<file path="config.mk">
export PLATFORM = sky130hd
export DESIGN_NAME = gms_sequencer
export DESIGN_NICKNAME = d
export VERILOG_FILES = /design/src/core/gms_pkg.sv /design/src/core/gms_sequencer.sv
export SDC_FILE = /design/constraint.sdc
export NUM_CORES = 1
export LEC_CHECK = 0
export BUFFER_PORTS_ARGS = -buffer_cell sky130_fd_sc_hd__buf_2
export CAP_MARGIN = 25
export CORE_ASPECT_RATIO = 0.5
export CORE_UTILIZATION = 30
export CTS_CLUSTER_DIAMETER = 40
export CTS_CLUSTER_SIZE = 25
export DETAILED_ROUTE_END_ITERATION = 6
export HOLD_SLACK_MARGIN = 0.15
export PLACE_DENSITY = 0.57
export REMOVE_ABC_BUFFERS = 1
export SLEW_MARGIN = 0
export SYNTH_ARGS = -nofsm -noshare
export SYNTH_HDL_FRONTEND = slang
export SYNTH_SLANG_ARGS = --single-unit
</file>
<file path="constraint.sdc">
create_clock -name hclk -period 3.03 [get_ports hclk]
set_clock_uncertainty 0.1 [all_clocks]
set_input_delay 0.4545 -clock hclk [delete_from_list [all_inputs] [get_ports hclk]]
set_output_delay 0.4545 -clock hclk [all_outputs]
set_load 0.02 [all_outputs]
</file>
<file path="src/core/gms_pkg.sv">
// Package of constants and types for the genset mode sequencer.
// Notes on behaviour
// - Panel lock input blocks mode button changes.
// - Load output waits for generator available.
// - Manual mode stays off load without request.
// - Manual loading requests: button, mains, inputs, schedule.
// - Manual/Test load removed only by listed events.
// - Stop/Reset drops load and stops engine immediately.
// - Auto from Manual/Test honours requests and timers.
// - Test mode starts only on Start button.
// - Manual and Test skip the start delay.
// - Failed crank rests, retries, then fail-to-start.
// - Starter released on firing from chosen speed source.
// - Oil pressure may release starter, never speed faults.
// - Safety-on delay masks listed faults after release.
// - Test mode loads generator once available.
// - Test mode open button needs Manual first.
// - Auto start sources: mains, inputs, scheduler, telemetry.
// - Start delay; requests clearing returns to standby.
// - Start delay expiry with request: fuel and crank.
// - Auto loads if configured; no request starts stopping.
// - Return delay; new request during stopping reloads.
// - Return expiry transfers to mains, cool-down, stop.
// - Sixteen schedule entries, two banks, 16/8-day cycles.
package gms_pkg;
    // ------------------------------------------------------------
    // Register map.
    // ------------------------------------------------------------
    localparam logic [7:0] ADDR_MODE = 8'h00;
    localparam logic [7:0] ADDR_CFG = 8'h04;
    localparam logic [7:0] ADDR_STATUS = 8'h08;
    localparam logic [7:0] ADDR_START_DLY = 8'h0C;
    localparam logic [7:0] ADDR_CRANK = 8'h10;
    localparam logic [7:0] ADDR_REST = 8'h14;
    localparam logic [7:0] ADDR_SAFETY = 8'h18;
    localparam logic [7:0] ADDR_RETURN = 8'h1C;
    localparam logic [7:0] ADDR_COOL = 8'h20;
    localparam logic [7:0] ADDR_ATTEMPTS = 8'h24;
    localparam logic [7:0] ADDR_SCHED = 8'h28;
    localparam logic [7:0] ADDR_ID = 8'h2C;
    // Arbitrary identification value.
    localparam logic [31:0] ID_VALUE = 32'h0000_0A5C;
    // ------------------------------------------------------------
    // Field positions of the configuration register, schedule sizes, reset values and bus transfer codes.
    // ------------------------------------------------------------
    localparam int CFG_AUTO_LOAD = 0;
    localparam int CFG_MPU_EN = 1;
    localparam int CFG_ECU_EN = 2;
    localparam int CFG_OIL_EN = 3;
    localparam int SCHED_ENTRIES = 16;
    localparam int SCHED_BANK = 8;
    localparam logic [31:0] TIMER_RESET = 32'h0000_0064;
    localparam logic [3:0] ATTEMPTS_RESET = 4'h3;
    localparam logic [3:0] CFG_RESET = 4'h1;
    localparam logic [31:0] ZERO32 = 32'h0000_0000;
    localparam logic [1:0] HTRANS_NONSEQ = 2'h2;
    localparam logic [1:0] HTRANS_SEQ = 2'h3;

    typedef enum logic [1:0] {
        GMS_STOP,
        GMS_MANUAL,
        GMS_TEST,
        GMS_AUTO
    } gms_mode_e;

    typedef enum logic [3:0] {
        GMS_IDLE,
        GMS_DELAY,
        GMS_CRANK,
        GMS_REST,
        GMS_SAFETY,
        GMS_RUN,
        GMS_RETURN,
        GMS_COOL,
        GMS_FAIL
    } gms_seq_e;
endpackage

</file>
<file path="src/core/gms_sequencer.sv">
// Genset mode and start/stop sequencer with AHB-Lite registers.
//
// Register access over AHB-Lite and the placing of the registers were decided locally.
`timescale 1ns/1ps
`default_nettype none
module gms_sequencer (
    input wire logic hclk,
    input wire logic hresetn,
    input wire logic hsel,
    input wire logic [31:0] haddr,
    input wire logic [1:0] htrans,
    input wire logic hwrite,
    input wire logic [2:0] hsize,
    input wire logic [31:0] hwdata,
    input wire logic hready,
    output logic [31:0] hrdata,
    output logic hreadyout,
    output logic hresp,
    input wire logic btn_stop,
    input wire logic btn_manual,
    input wire logic btn_test,
    input wire logic btn_auto,
    input wire logic btn_start,
    input wire logic btn_to_gen,
    input wire logic btn_to_mains,
    input wire logic panel_lock,
    input wire logic mains_fail,
    input wire logic remote_start,
    input wire logic remote_start_load,
    input wire logic aux_mains_fail,
    input wire logic telemetry_start,
    input wire logic balance_mode,
    input wire logic load_inhibit,
    input wire logic gen_available,
    input wire logic speed_alt,
    input wire logic speed_mpu,
    input wire logic speed_ecu,
    input wire logic oil_rising,
    input wire logic [3:0] day_of_cycle,
    output logic fuel_out,
    output logic starter_out,
    output logic gen_load_out,
    output logic fault_mask,
    output logic fail_to_start,
    output logic [3:0] mode_led
);
    logic [1:0] mode_r;
    logic [3:0] seq_r;
    logic [31:0] tmr_r;
    logic [3:0] tries_r;
    logic loadreq_r;
    logic loaded_r;
    logic man_from_test_r;
    logic [3:0] cfg_r;
    logic [31:0] t_start_r, t_crank_r, t_rest_r, t_safety_r, t_return_r, t_cool_r;
    logic [3:0] attempts_r;
    logic [31:0] sched_r;
    logic sched_onload_r;
    localparam int SYNC_N = 19;
    logic [SYNC_N-1:0] sync_r [0:2];
    logic [SYNC_N-1:0] pins_raw, pins_s;
    logic [7:0] a_addr_r;
    logic a_wr_r;
    logic a_act_r;
    logic s_stop, s_man, s_test, s_auto, s_start, s_gen, s_mains, s_lock;
    logic s_mfail, s_rstart, s_rload, s_aux, s_tele, s_bal, s_inh, s_avail;
    logic s_alt, s_mpu, s_ecu;
    logic [SYNC_N-1:0] pins_q, edge_p;
    logic fired, sched_act, auto_req, manual_loadreq, unload_evt;

    // ------------------------------------------------------------
    // Pin synchronisers, three stages, change taken on agreement.
    // ------------------------------------------------------------
    assign pins_raw = {btn_stop, btn_manual, btn_test, btn_auto, btn_start, btn_to_gen,
        btn_to_mains, panel_lock, mains_fail, remote_start, remote_start_load,
        aux_mains_fail, telemetry_start, balance_mode, load_inhibit, gen_available,
        speed_alt, speed_mpu, speed_ecu};
    always_ff @(posedge hclk or negedge hresetn) begin
        if (!hresetn) begin
            sync_r[0] <= '0;
            sync_r[1] <= '0;
            sync_r[2] <= '0;
        end else begin
            sync_r[0] <= pins_raw;
            sync_r[1] <= sync_r[0];
            sync_r[2] <= sync_r[1];
        end
    end
    genvar gi;
    generate
        for (gi = 0; gi < SYNC_N; gi++) begin : g_agree
            always_ff @(posedge hclk or negedge hresetn) begin
                if (!hresetn) begin
                    pins_s[gi] <= 1'b0;
                end else if (sync_r[1][gi] == sync_r[2][gi]) begin
                    pins_s[gi] <= sync_r[2][gi];
                end
            end
        end
    endgenerate
    always_ff @(posedge hclk or negedge hresetn) begin
        if (!hresetn) begin
            pins_q <= '0;
        end else begin
            pins_q <= pins_s;
        end
    end
    assign edge_p = pins_s & ~pins_q;
    assign {s_stop, s_man, s_test, s_auto, s_start, s_gen, s_mains, s_lock} = edge_p[18:11];
    assign {s_mfail, s_rstart, s_rload, s_aux, s_tele, s_bal, s_inh, s_avail} = pins_s[10:3];
    assign {s_alt, s_mpu, s_ecu} = pins_s[2:0];

    // ------------------------------------------------------------
    // Request decoding.
    // ------------------------------------------------------------
    assign sched_act = sched_r[day_of_cycle[3:0]]
        | sched_r[gms_pkg::SCHED_BANK + 32'(day_of_cycle[2:0])];
    assign auto_req = s_mfail | s_rstart | s_aux | sched_act | s_tele | s_bal;
    assign manual_loadreq = s_gen | s_mfail | s_rload | s_aux
        | (sched_act & sched_onload_r) | s_bal;
    assign fired = s_alt | (cfg_r[gms_pkg::CFG_MPU_EN] & s_mpu)
        | (cfg_r[gms_pkg::CFG_ECU_EN] & s_ecu)
        | (cfg_r[gms_pkg::CFG_OIL_EN] & oil_rising);
    // Test mode needs Manual before the open button acts.
    assign unload_evt = (s_mains & (mode_r == 2'(gms_pkg::GMS_MANUAL))) | s_inh;

    // ------------------------------------------------------------
    // Mode selection.
    // ------------------------------------------------------------
    always_ff @(posedge hclk or negedge hresetn) begin
        if (!hresetn) begin
            mode_r <= 2'(gms_pkg::GMS_STOP);
        end else if (!pins_s[11]) begin
            if (s_stop) begin
                mode_r <= 2'(gms_pkg::GMS_STOP);
            end else if (s_man) begin
                mode_r <= 2'(gms_pkg::GMS_MANUAL);
            end else if (s_test) begin
                mode_r <= 2'(gms_pkg::GMS_TEST);
            end else if (s_auto) begin
                mode_r <= 2'(gms_pkg::GMS_AUTO);
            end
        end
    end
    always_ff @(posedge hclk or negedge hresetn) begin
        if (!hresetn) begin
            man_from_test_r <= 1'b0;
        end else begin
            man_from_test_r <= (mode_r == 2'(gms_pkg::GMS_TEST)) | (man_from_test_r
                & mode_r == 2'(gms_pkg::GMS_MANUAL));
        end
    end
    always_ff @(posedge hclk or negedge hresetn) begin
        if (!hresetn) begin
            mode_led <= 4'h1;
        end else begin
            mode_led <= 4'(1 << mode_r);
        end
    end

    // ------------------------------------------------------------
    // Start and stop sequence.
    // ------------------------------------------------------------
    always_ff @(posedge hclk or negedge hresetn) begin
        if (!hresetn) begin
            seq_r <= 4'(gms_pkg::GMS_IDLE);
            tmr_r <= gms_pkg::ZERO32;
            tries_r <= 4'h0;
        end else if (mode_r == 2'(gms_pkg::GMS_STOP)) begin
            seq_r <= 4'(gms_pkg::GMS_IDLE);
            tmr_r <= gms_pkg::ZERO32;
            tries_r <= 4'h0;
        end else begin
            tmr_r <= (tmr_r != gms_pkg::ZERO32) ? tmr_r - 32'h0000_0001 : tmr_r;
            unique case (seq_r)
                4'(gms_pkg::GMS_IDLE): begin
                    tries_r <= 4'h0;
                    if (mode_r == 2'(gms_pkg::GMS_AUTO) && auto_req) begin
                        seq_r <= 4'(gms_pkg::GMS_DELAY);
                        tmr_r <= t_start_r;
                    end else if (mode_r != 2'(gms_pkg::GMS_AUTO) && s_start) begin
                        seq_r <= 4'(gms_pkg::GMS_CRANK);
                        tmr_r <= t_crank_r;
                    end
                end
                4'(gms_pkg::GMS_DELAY): begin
                    if (!auto_req) begin
                        seq_r <= 4'(gms_pkg::GMS_IDLE);
                    end else if (tmr_r == gms_pkg::ZERO32) begin
                        seq_r <= 4'(gms_pkg::GMS_CRANK);
                        tmr_r <= t_crank_r;
                    end
                end
                4'(gms_pkg::GMS_CRANK): begin
                    if (fired) begin
                        seq_r <= 4'(gms_pkg::GMS_SAFETY);
                        tmr_r <= t_safety_r;
                    end else if (tmr_r == gms_pkg::ZERO32) begin
                        tries_r <= tries_r + 4'h1;
                        if (tries_r + 4'h1 >= attempts_r) begin
                            seq_r <= 4'(gms_pkg::GMS_FAIL);
                        end else begin
                            seq_r <= 4'(gms_pkg::GMS_REST);
                            tmr_r <= t_rest_r;
                        end
                    end
                end
                4'(gms_pkg::GMS_REST): begin
                    if (tmr_r == gms_pkg::ZERO32) begin
                        seq_r <= 4'(gms_pkg::GMS_CRANK);
                        tmr_r <= t_crank_r;
                    end
                end
                4'(gms_pkg::GMS_SAFETY): begin
                    if (tmr_r == gms_pkg::ZERO32) begin
                        seq_r <= 4'(gms_pkg::GMS_RUN);
                    end
                end
                4'(gms_pkg::GMS_RUN): begin
                    if (mode_r == 2'(gms_pkg::GMS_AUTO) && !auto_req) begin
                        seq_r <= 4'(gms_pkg::GMS_RETURN);
                        tmr_r <= t_return_r;
                    end
                end
                4'(gms_pkg::GMS_RETURN): begin
                    if (auto_req) begin
                        seq_r <= 4'(gms_pkg::GMS_RUN);
                    end else if (tmr_r == gms_pkg::ZERO32) begin
                        seq_r <= 4'(gms_pkg::GMS_COOL);
                        tmr_r <= t_cool_r;
                    end
                end
                4'(gms_pkg::GMS_COOL): begin
                    if (auto_req) begin
                        seq_r <= 4'(gms_pkg::GMS_RUN);
                    end else if (tmr_r == gms_pkg::ZERO32) begin
                        seq_r <= 4'(gms_pkg::GMS_IDLE);
                    end
                end
                4'(gms_pkg::GMS_FAIL): begin
                    seq_r <= seq_r;
                end
                default: begin
                    seq_r <= 4'(gms_pkg::GMS_IDLE);
                end
            endcase
        end
    end
    always_ff @(posedge hclk or negedge hresetn) begin
        if (!hresetn) begin
            loadreq_r <= 1'b0;
        end else if (mode_r == 2'(gms_pkg::GMS_STOP) || mode_r == 2'(gms_pkg::GMS_AUTO)
                || unload_evt) begin
            loadreq_r <= 1'b0;
        end else if (mode_r == 2'(gms_pkg::GMS_TEST) || manual_loadreq) begin
            loadreq_r <= 1'b1;
        end
    end
    always_ff @(posedge hclk or negedge hresetn) begin
        if (!hresetn) begin
            loaded_r <= 1'b0;
        end else begin
            loaded_r <= s_avail && !s_inh && (seq_r == 4'(gms_pkg::GMS_RUN)
                || seq_r == 4'(gms_pkg::GMS_RETURN)) && (mode_r == 2'(gms_pkg::GMS_AUTO)
                ? (cfg_r[gms_pkg::CFG_AUTO_LOAD] | (sched_act & sched_onload_r))
                : loadreq_r);
        end
    end
    always_ff @(posedge hclk or negedge hresetn) begin
        if (!hresetn) begin
            fuel_out <= 1'b0;
            starter_out <= 1'b0;
            gen_load_out <= 1'b0;
            fault_mask <= 1'b1;
            fail_to_start <= 1'b0;
        end else begin
            fuel_out <= seq_r != 4'(gms_pkg::GMS_IDLE) && seq_r != 4'(gms_pkg::GMS_DELAY)
                && seq_r != 4'(gms_pkg::GMS_FAIL);
            starter_out <= seq_r == 4'(gms_pkg::GMS_CRANK) && !fired;
            gen_load_out <= loaded_r && mode_r != 2'(gms_pkg::GMS_STOP);
            fault_mask <= seq_r != 4'(gms_pkg::GMS_RUN) && seq_r != 4'(gms_pkg::GMS_RETURN)
                && seq_r != 4'(gms_pkg::GMS_COOL);
            fail_to_start <= seq_r == 4'(gms_pkg::GMS_FAIL);
        end
    end

    // ------------------------------------------------------------
    // AHB-Lite register slave, zero wait states.
    // ------------------------------------------------------------
    assign hreadyout = 1'b1;
    assign hresp = 1'b0;
    always_ff @(posedge hclk or negedge hresetn) begin
        if (!hresetn) begin
            a_act_r <= 1'b0;
            a_wr_r <= 1'b0;
            a_addr_r <= 8'h00;
        end else if (hready) begin
            a_act_r <= hsel && (htrans == gms_pkg::HTRANS_NONSEQ || htrans == gms_pkg::HTRANS_SEQ);
            a_wr_r <= hwrite;
            a_addr_r <= haddr[7:0];
        end
    end
    always_ff @(posedge hclk or negedge hresetn) begin
        if (!hresetn) begin
            cfg_r <= gms_pkg::CFG_RESET;
            t_start_r <= gms_pkg::TIMER_RESET;
            t_crank_r <= gms_pkg::TIMER_RESET;
            t_rest_r <= gms_pkg::TIMER_RESET;
            t_safety_r <= gms_pkg::TIMER_RESET;
            t_return_r <= gms_pkg::TIMER_RESET;
            t_cool_r <= gms_pkg::TIMER_RESET;
            attempts_r <= gms_pkg::ATTEMPTS_RESET;
            sched_r <= gms_pkg::ZERO32;
            sched_onload_r <= 1'b0;
        end else if (a_act_r && a_wr_r) begin
            unique case (a_addr_r)
                gms_pkg::ADDR_CFG: cfg_r <= hwdata[3:0];
                gms_pkg::ADDR_START_DLY: t_start_r <= hwdata;
                gms_pkg::ADDR_CRANK: t_crank_r <= hwdata;
                gms_pkg::ADDR_REST: t_rest_r <= hwdata;
                gms_pkg::ADDR_SAFETY: t_safety_r <= hwdata;
                gms_pkg::ADDR_RETURN: t_return_r <= hwdata;
                gms_pkg::ADDR_COOL: t_cool_r <= hwdata;
                gms_pkg::ADDR_ATTEMPTS: attempts_r <= hwdata[3:0];
                gms_pkg::ADDR_SCHED: begin
                    sched_r <= {15'h0000, hwdata[16], hwdata[15:0]};
                    sched_onload_r <= hwdata[16];
                end
                default: begin
                end
            endcase
        end
    end
    always_comb begin
        hrdata = gms_pkg::ZERO32;
        if (a_act_r && !a_wr_r) begin
            unique case (a_addr_r)
                gms_pkg::ADDR_MODE: hrdata = {30'h0000_0000, mode_r};
                gms_pkg::ADDR_CFG: hrdata = {28'h000_0000, cfg_r};
                gms_pkg::ADDR_STATUS: hrdata = {23'h00_0000, fail_to_start, fault_mask,
                    gen_load_out, starter_out, fuel_out, seq_r};
                gms_pkg::ADDR_START_DLY: hrdata = t_start_r;
                gms_pkg::ADDR_CRANK: hrdata = t_crank_r;
                gms_pkg::ADDR_REST: hrdata = t_rest_r;
                gms_pkg::ADDR_SAFETY: hrdata = t_safety_r;
                gms_pkg::ADDR_RETURN: hrdata = t_return_r;
                gms_pkg::ADDR_COOL: hrdata = t_cool_r;
                gms_pkg::ADDR_ATTEMPTS: hrdata = {28'h000_0000, attempts_r};
                gms_pkg::ADDR_SCHED: hrdata = {15'h0000, sched_onload_r, sched_r[15:0]};
                gms_pkg::ADDR_ID: hrdata = gms_pkg::ID_VALUE;
                default: hrdata = gms_pkg::ZERO32;
            endcase
        end
    end
endmodule
`default_nettype wire

</file>
### Word-level counts from Yosys, hierarchy flattened

Cells that the tools add are included.

| operators by class | value |
|---|---|
| shift-type cells | 1 |
| magnitude comparators | 3 |
| bitwise logic cells | 24 |
| $add $sub $neg | 3 |
| reductions and logical operators | 46 |
| muxes and demuxes | 45 |
| equal/unequal tests | 58 |

Operator list:

| operator | count |
|---|---|
| 2-to-1 mux 32 bit | 13 |
| case mux 32 bit (12 select lines) | 1 |
| case mux 32 bit (6 select lines) | 1 |
| 2-to-1 mux 4 bit | 17 |
| case mux 4 bit (9 select lines) | 1 |
| equality test 8 x 5 -> 1 bit (second input constant) | 4 |
| equality test 8 x 6 -> 1 bit (second input constant) | 4 |
| zero test 32 bit | 1 |
| nonzero test 32 bit | 1 |
| subtractor 32 x 1 -> 32 bit (second input constant) | 1 |
| inequality test 4 bit (second input constant) | 5 |
| AND reduction 2 bit | 10 |
| bitwise AND 19 bit | 1 |
| equality test 1 bit | 19 |
| inverter 19 bit | 1 |
| equality test 4 x 3 -> 1 bit (second input constant) | 4 |
| equality test 8 x 4 -> 1 bit (second input constant) | 2 |
| OR 1 bit | 16 |
| logical AND 1 bit | 15 |
| inequality test 3 bit (second input constant) | 4 |
| inequality test 4 x 3 -> 1 bit (second input constant) | 3 |
| equality test 2 bit (second input constant) | 4 |
| equality test 4 x 2 -> 1 bit (second input constant) | 2 |
| equality test 8 x 3 -> 1 bit (second input constant) | 1 |
| other kinds (28) | 49 |

| word-level totals | value |
|---|---|
| logic and storage cells | 228 |
| register bits | 376 |
| input bits | 98 |
| output and inout bits | 43 |

### Depth between registers and ports, before layout

| depth | value |
|---|---|
| depth after elaboration | 12 |
| depth in mapped cells | 13 |
| mapped depth without buffers | 11 |

### Worst setup path after synthesis

Ideal clock, no wire load.

| timing | value |
|---|---|
| kind | register to register |
| from | register tmr_r[15] |
| to | register tmr_r[27] |
| arrival time | 3.052 ns |
| data required time | 2.804 ns |
| cell stages (with the launch flop) | 9 |
| setup time | 0.126 ns |
| buffers on the path | 0 |
| path slack | -0.248 ns |
| clock period less this slack | 3.278 ns |
| cells stage by stage | dfrtp_1 > or4_4 > nor4_1 > nand3_1 > nand2b_4 > or4_1 > xor2_1 > a21oi_1 > o311a_1 |

| between the ends | value |
|---|---|
| longest elaborated chain between the ends | 7 |
| elaborated cells on any way between the ends | 16 |
| those cells by class | add/sub (1); mux (13); reduce/logical (2) |

RTL lines:

| element | RTL line | text |
|---|---|---|
| from (decl) | gms_sequencer.sv:49 | `logic [31:0] tmr_r;` |
| from (signal assigned) | gms_sequencer.sv:167 | `tmr_r <= gms_pkg::ZERO32;` |
| from (signal assigned) | gms_sequencer.sv:171 | `tmr_r <= gms_pkg::ZERO32;` |
| from (signal assigned) | gms_sequencer.sv:174 | `tmr_r <= (tmr_r != gms_pkg::ZERO32) ? tmr_r - 32'h0000_0001 : tmr_r;` |
| subtractor 32 x 1 -> 32 bit / nonzero test 32 bit (equally long branches) | gms_sequencer.sv:174 |  |
| 2-to-1 mux 32 bit | gms_sequencer.sv:174 |  |
| 2-to-1 mux 32 bit | gms_sequencer.sv:200 | `if (tries_r + 4'h1 >= attempts_r) begin` |
| 2-to-1 mux 32 bit | gms_sequencer.sv:198 | `end else if (tmr_r == gms_pkg::ZERO32) begin` |
| 2-to-1 mux 32 bit | gms_sequencer.sv:195 | `if (fired) begin` |
| case mux 32 bit (6 select lines) * | gms_sequencer.sv:175 | `unique case (seq_r)` |
| 2-to-1 mux 32 bit * | gms_sequencer.sv:169 | `end else if (mode_r == 2'(gms_pkg::GMS_STOP)) begin` |

Mark *: on every way between the ends. The rest lies on a longest branch, timed or not.
A chain may end at the register's enable or synchronous reset.

### Final worst setup path

| timing | value |
|---|---|
| from | register tmr_r[15] |
| to | register tmr_r[9] |

| between the ends | value |
|---|---|
| longest elaborated chain between the ends | 7 |
| elaborated cells on any way between the ends | 15 |
| those cells by class | mux (13); reduce/logical (2) |

RTL lines:

| element | RTL line |
|---|---|
| nonzero test 32 bit | gms_sequencer.sv:174 |
| 2-to-1 mux 32 bit | gms_sequencer.sv:174 |
| 2-to-1 mux 32 bit | gms_sequencer.sv:200 |
| 2-to-1 mux 32 bit | gms_sequencer.sv:198 |
| 2-to-1 mux 32 bit | gms_sequencer.sv:195 |
| case mux 32 bit (6 select lines) * | gms_sequencer.sv:175 |
| 2-to-1 mux 32 bit * | gms_sequencer.sv:169 |

Marks and branches as above.

==> impl_metrics.toml <==
[run_status]
status = "finished with violations"
violations = "design-rule violations, negative setup slack"

[timing]
timing.fmax_ghz = 0.308
finalHoldViolations = 0
relSlewSlack_pct = 43.3
slew_violations = 0
setup_violations = 56
fin_setup_tns_ns = -4.90
fin_crit_sh_pct = 107
setup_ws_ns = -0.218
max_slew.worst_pin.slew_ns = 0.851
period_minus_slack_ns = 3.25
whs_ns = 0.189
rsz0062_at_grt = "yes"

[synthesis]
ys.flop_type = "dfrtp_1"
synthDistinctLibCells = 85
synth-edff-count = 0
synth_fa_ha_area_share_pct = 1.84
async_flop_share_pct = 100
netlist_instances = 1558
syn_area_um2 = 17800
yosys_warnings = 0
synth_compound_area_share_pct = 18.1
ys_ff_latch = 363
yosysSeqAreaShare_pct = 51.2
synth-simple-area-share_pct = 9.64
muxShareOfSynthArea_pct = 15.1
synth_top_family_by_area = "compound AO/OA/AOI/OAI gates"
avgSynthCellArea_um2 = 11.4
synth-xor-area-share_pct = 1.37

[pwr]
p_per_area_nw_per_um2 = 709
ir_worst_vdd_v = 0.000446
leakagePower_nw = 10.1
power_mw = 17.5

[placement]
placed_cell_area_um2 = 20900
portBuffers = 110
post-dp-hpwl_um = 43100
place_ws_ns = -0.237
place.gp.congestion = 0.964
dp_cells = 2554

[cts]
ctsLongestPathBuffers = 3
clock_latency_ns = 0.58
htree_levels = 2
clk_pin_slew_ns = 0.07
cts_tree = "yes"
cts_buffers = 42
cts.sinks = 363
clock-root-buffer = "clkbuf_16"

[finish]
synthToLayoutAreaGrowth_pct = 38.5
antenna_cells = 0
fin_util_pct = 42.5
final_common_cell = "dfrtp_1"
drive_above_1_share_pct = 43.8
final_area_um2 = 24700
final_cell_mix = "dfrtp_1 (336), buf_4 (257), mux2_2 (228)"
nets = 2077
fin_cells = 2770

[setup_path]
endpoint_kind = "flip-flop"
crit_slowest_cell = "or4_4"
worst-setup-path-type = "flip-flop to flip-flop"
slowest_delay_ns = 0.54
crit_path_max_fanout = 5
worstSetupStartpointType = "flip-flop"
crit_chain = "or4_4 -> or4_4 -> or3_4 -> a2111oi_4 -> buf_6 -> a221o_1 -> a221o_1 -> a221oi_2 -> a221oi_1"
rr_worst_depth = 9
required_ns = 3.41
arrival_ns = 3.63

[floorplan]
num_rows = 62
io_pins = 141
dieWidth_um = 347
initial_core_util_pct = 30.7
core_area_um2 = 58000
dieArea_um2 = 60400
chipHeight_um = 174

[hold_path]
hp-class = "input pin to flip-flop"
whs_path_depth = 2

[routing]
drtPass1Iterations = 7
drtAntennaViolNets = 0
finalWirelength_um = 68300
drc = 10
wl_per_cell_um = 24.7
via_per_inst = 5.79
route.vias.total = 16100
drt_iter0_drc = 1785

[grt]
grt_pass1_vias = 16000
grt_use_total_pct = 21.9
antenna_found_initial = 1
grt_pass1_wl_um = 101000
grt-ovfl-total = 0
grt_max_degree = 94

[job]
max_cap_viol_count = 0
[cell families (layout without fill, tap and decap cells)]
logic type,Yosys count,in the layout
AO/OA/AOI/OAI,436,436
XOR/XNOR,27,27
adder cells (fa/ha/maj),30,30
buffers and inverters,120,564
flip-flops,363,363
multiplexers,240,240
other,2,2
AND/OR/NAND/NOR,340,340
[per-layer routing]
metal | global-route usage, % | vias to the layer above | part of all wire [%]
li1 | - | 6870 | -
met3 | 4.12 | 176 | 8.1
met1 | 29.3 | 8202 | 42
met2 | 35.4 | 802 | 46
met5 | 0 | - | 0
met4 | 8.11 | 0 | 4.1
[flip-flops by register name, indices dropped and copies added, names as in the netlist, 7 cells and up]
signal	flops
t_return_r	32
tmr_r	32
t_start_r	32
sched_r	16
pins_s	8
t_crank_r	32
t_rest_r	32
pins_q	7
a_addr_r	8
sync_r	57
t_safety_r	32
t_cool_r	32
[final cells by class]
cell class | instances | area (um^2)
clock inverters | 28 | 339
repair buffers | 472 | 4180
multi-input cells | 1075 | 8910
clock buffers | 50 | 1110
fillers | 5448 | 33300
flip-flops and latches | 363 | 9120
inverters | 14 | 52.6
well taps | 768 | 961
[final timing paths]
kind,start,to,slack [ns]
setup / recovery,tmr_r[15],tmr_r[9],-0.22
hold / removal,hwdata[0],t_start_r[0],0.19
setup reg to reg,tmr_r[15],tmr_r[9],-0.22
hold reg to reg,sync_r[43],sync_r[24],0.24
max in group asynchronous,hresetn,pins_s[15],1.74
min in group asynchronous,hresetn,t_cool_r[1],0.29
[cells in the mapped netlist (all sizes together), types with 10 or more instances]
| library cell | number | area (um^2) |
|---|---|---|
| inv | 14 | 52.6 |
| nand3 | 29 | 150 |
| dfrtp | 340 | 8510 |
| a21oi | 91 | 455 |
| a221oi | 44 | 392 |
| nor2b | 11 | 68.8 |
| dfstp | 23 | 604 |
| a211oi | 16 | 120 |
| nand2b | 11 | 76.3 |
| ha | 11 | 138 |
| nand4 | 14 | 87.6 |
| xor2 | 10 | 87.6 |
| a222oi | 46 | 460 |
| nand2 | 91 | 342 |
| a31oi | 23 | 144 |
| nor2 | 89 | 337 |
| xnor2 | 17 | 156 |
| clkbuf | 74 | 278 |
| mux2 | 228 | 2570 |
| or3 | 12 | 80.1 |
| nor3 | 18 | 101 |
| maj3 | 19 | 190 |
| a221o | 25 | 250 |
| o21ai | 60 | 300 |
| or4 | 10 | 82.6 |
| mux2i | 12 | 120 |
| nor4 | 21 | 138 |
| a22oi | 35 | 263 |
| buf | 32 | 154 |
[repair_timing]
item	CTS	global route
hold buffers	59	0
buffers inserted	42	36
endpoints found under the setup margin	71	71
pin swaps	61	96
resized for setup	118	114
hold endpoints to repair	423	0
cloned	7	3
[critical path: cells and delay by family, from the launching register on]
kind                   cells  cell delay, ns
DFF                        1            0.38
buffers and inverters      1            0.21
and+or+nand+nor            3            1.44
AOI/OAI and AO/OA          5            1.01
[power breakdown]
| part | internal, mW | switching (mW) | total [mW] |
|---|---|---|---|
| Combinational | 2.94 | 3.44 | 6.38 |
| Sequential | 5.39 | 0.481 | 5.87 |
| Clock | 2.92 | 2.33 | 5.25 |
No activity file was read; power rests on OpenSTA's default activity.
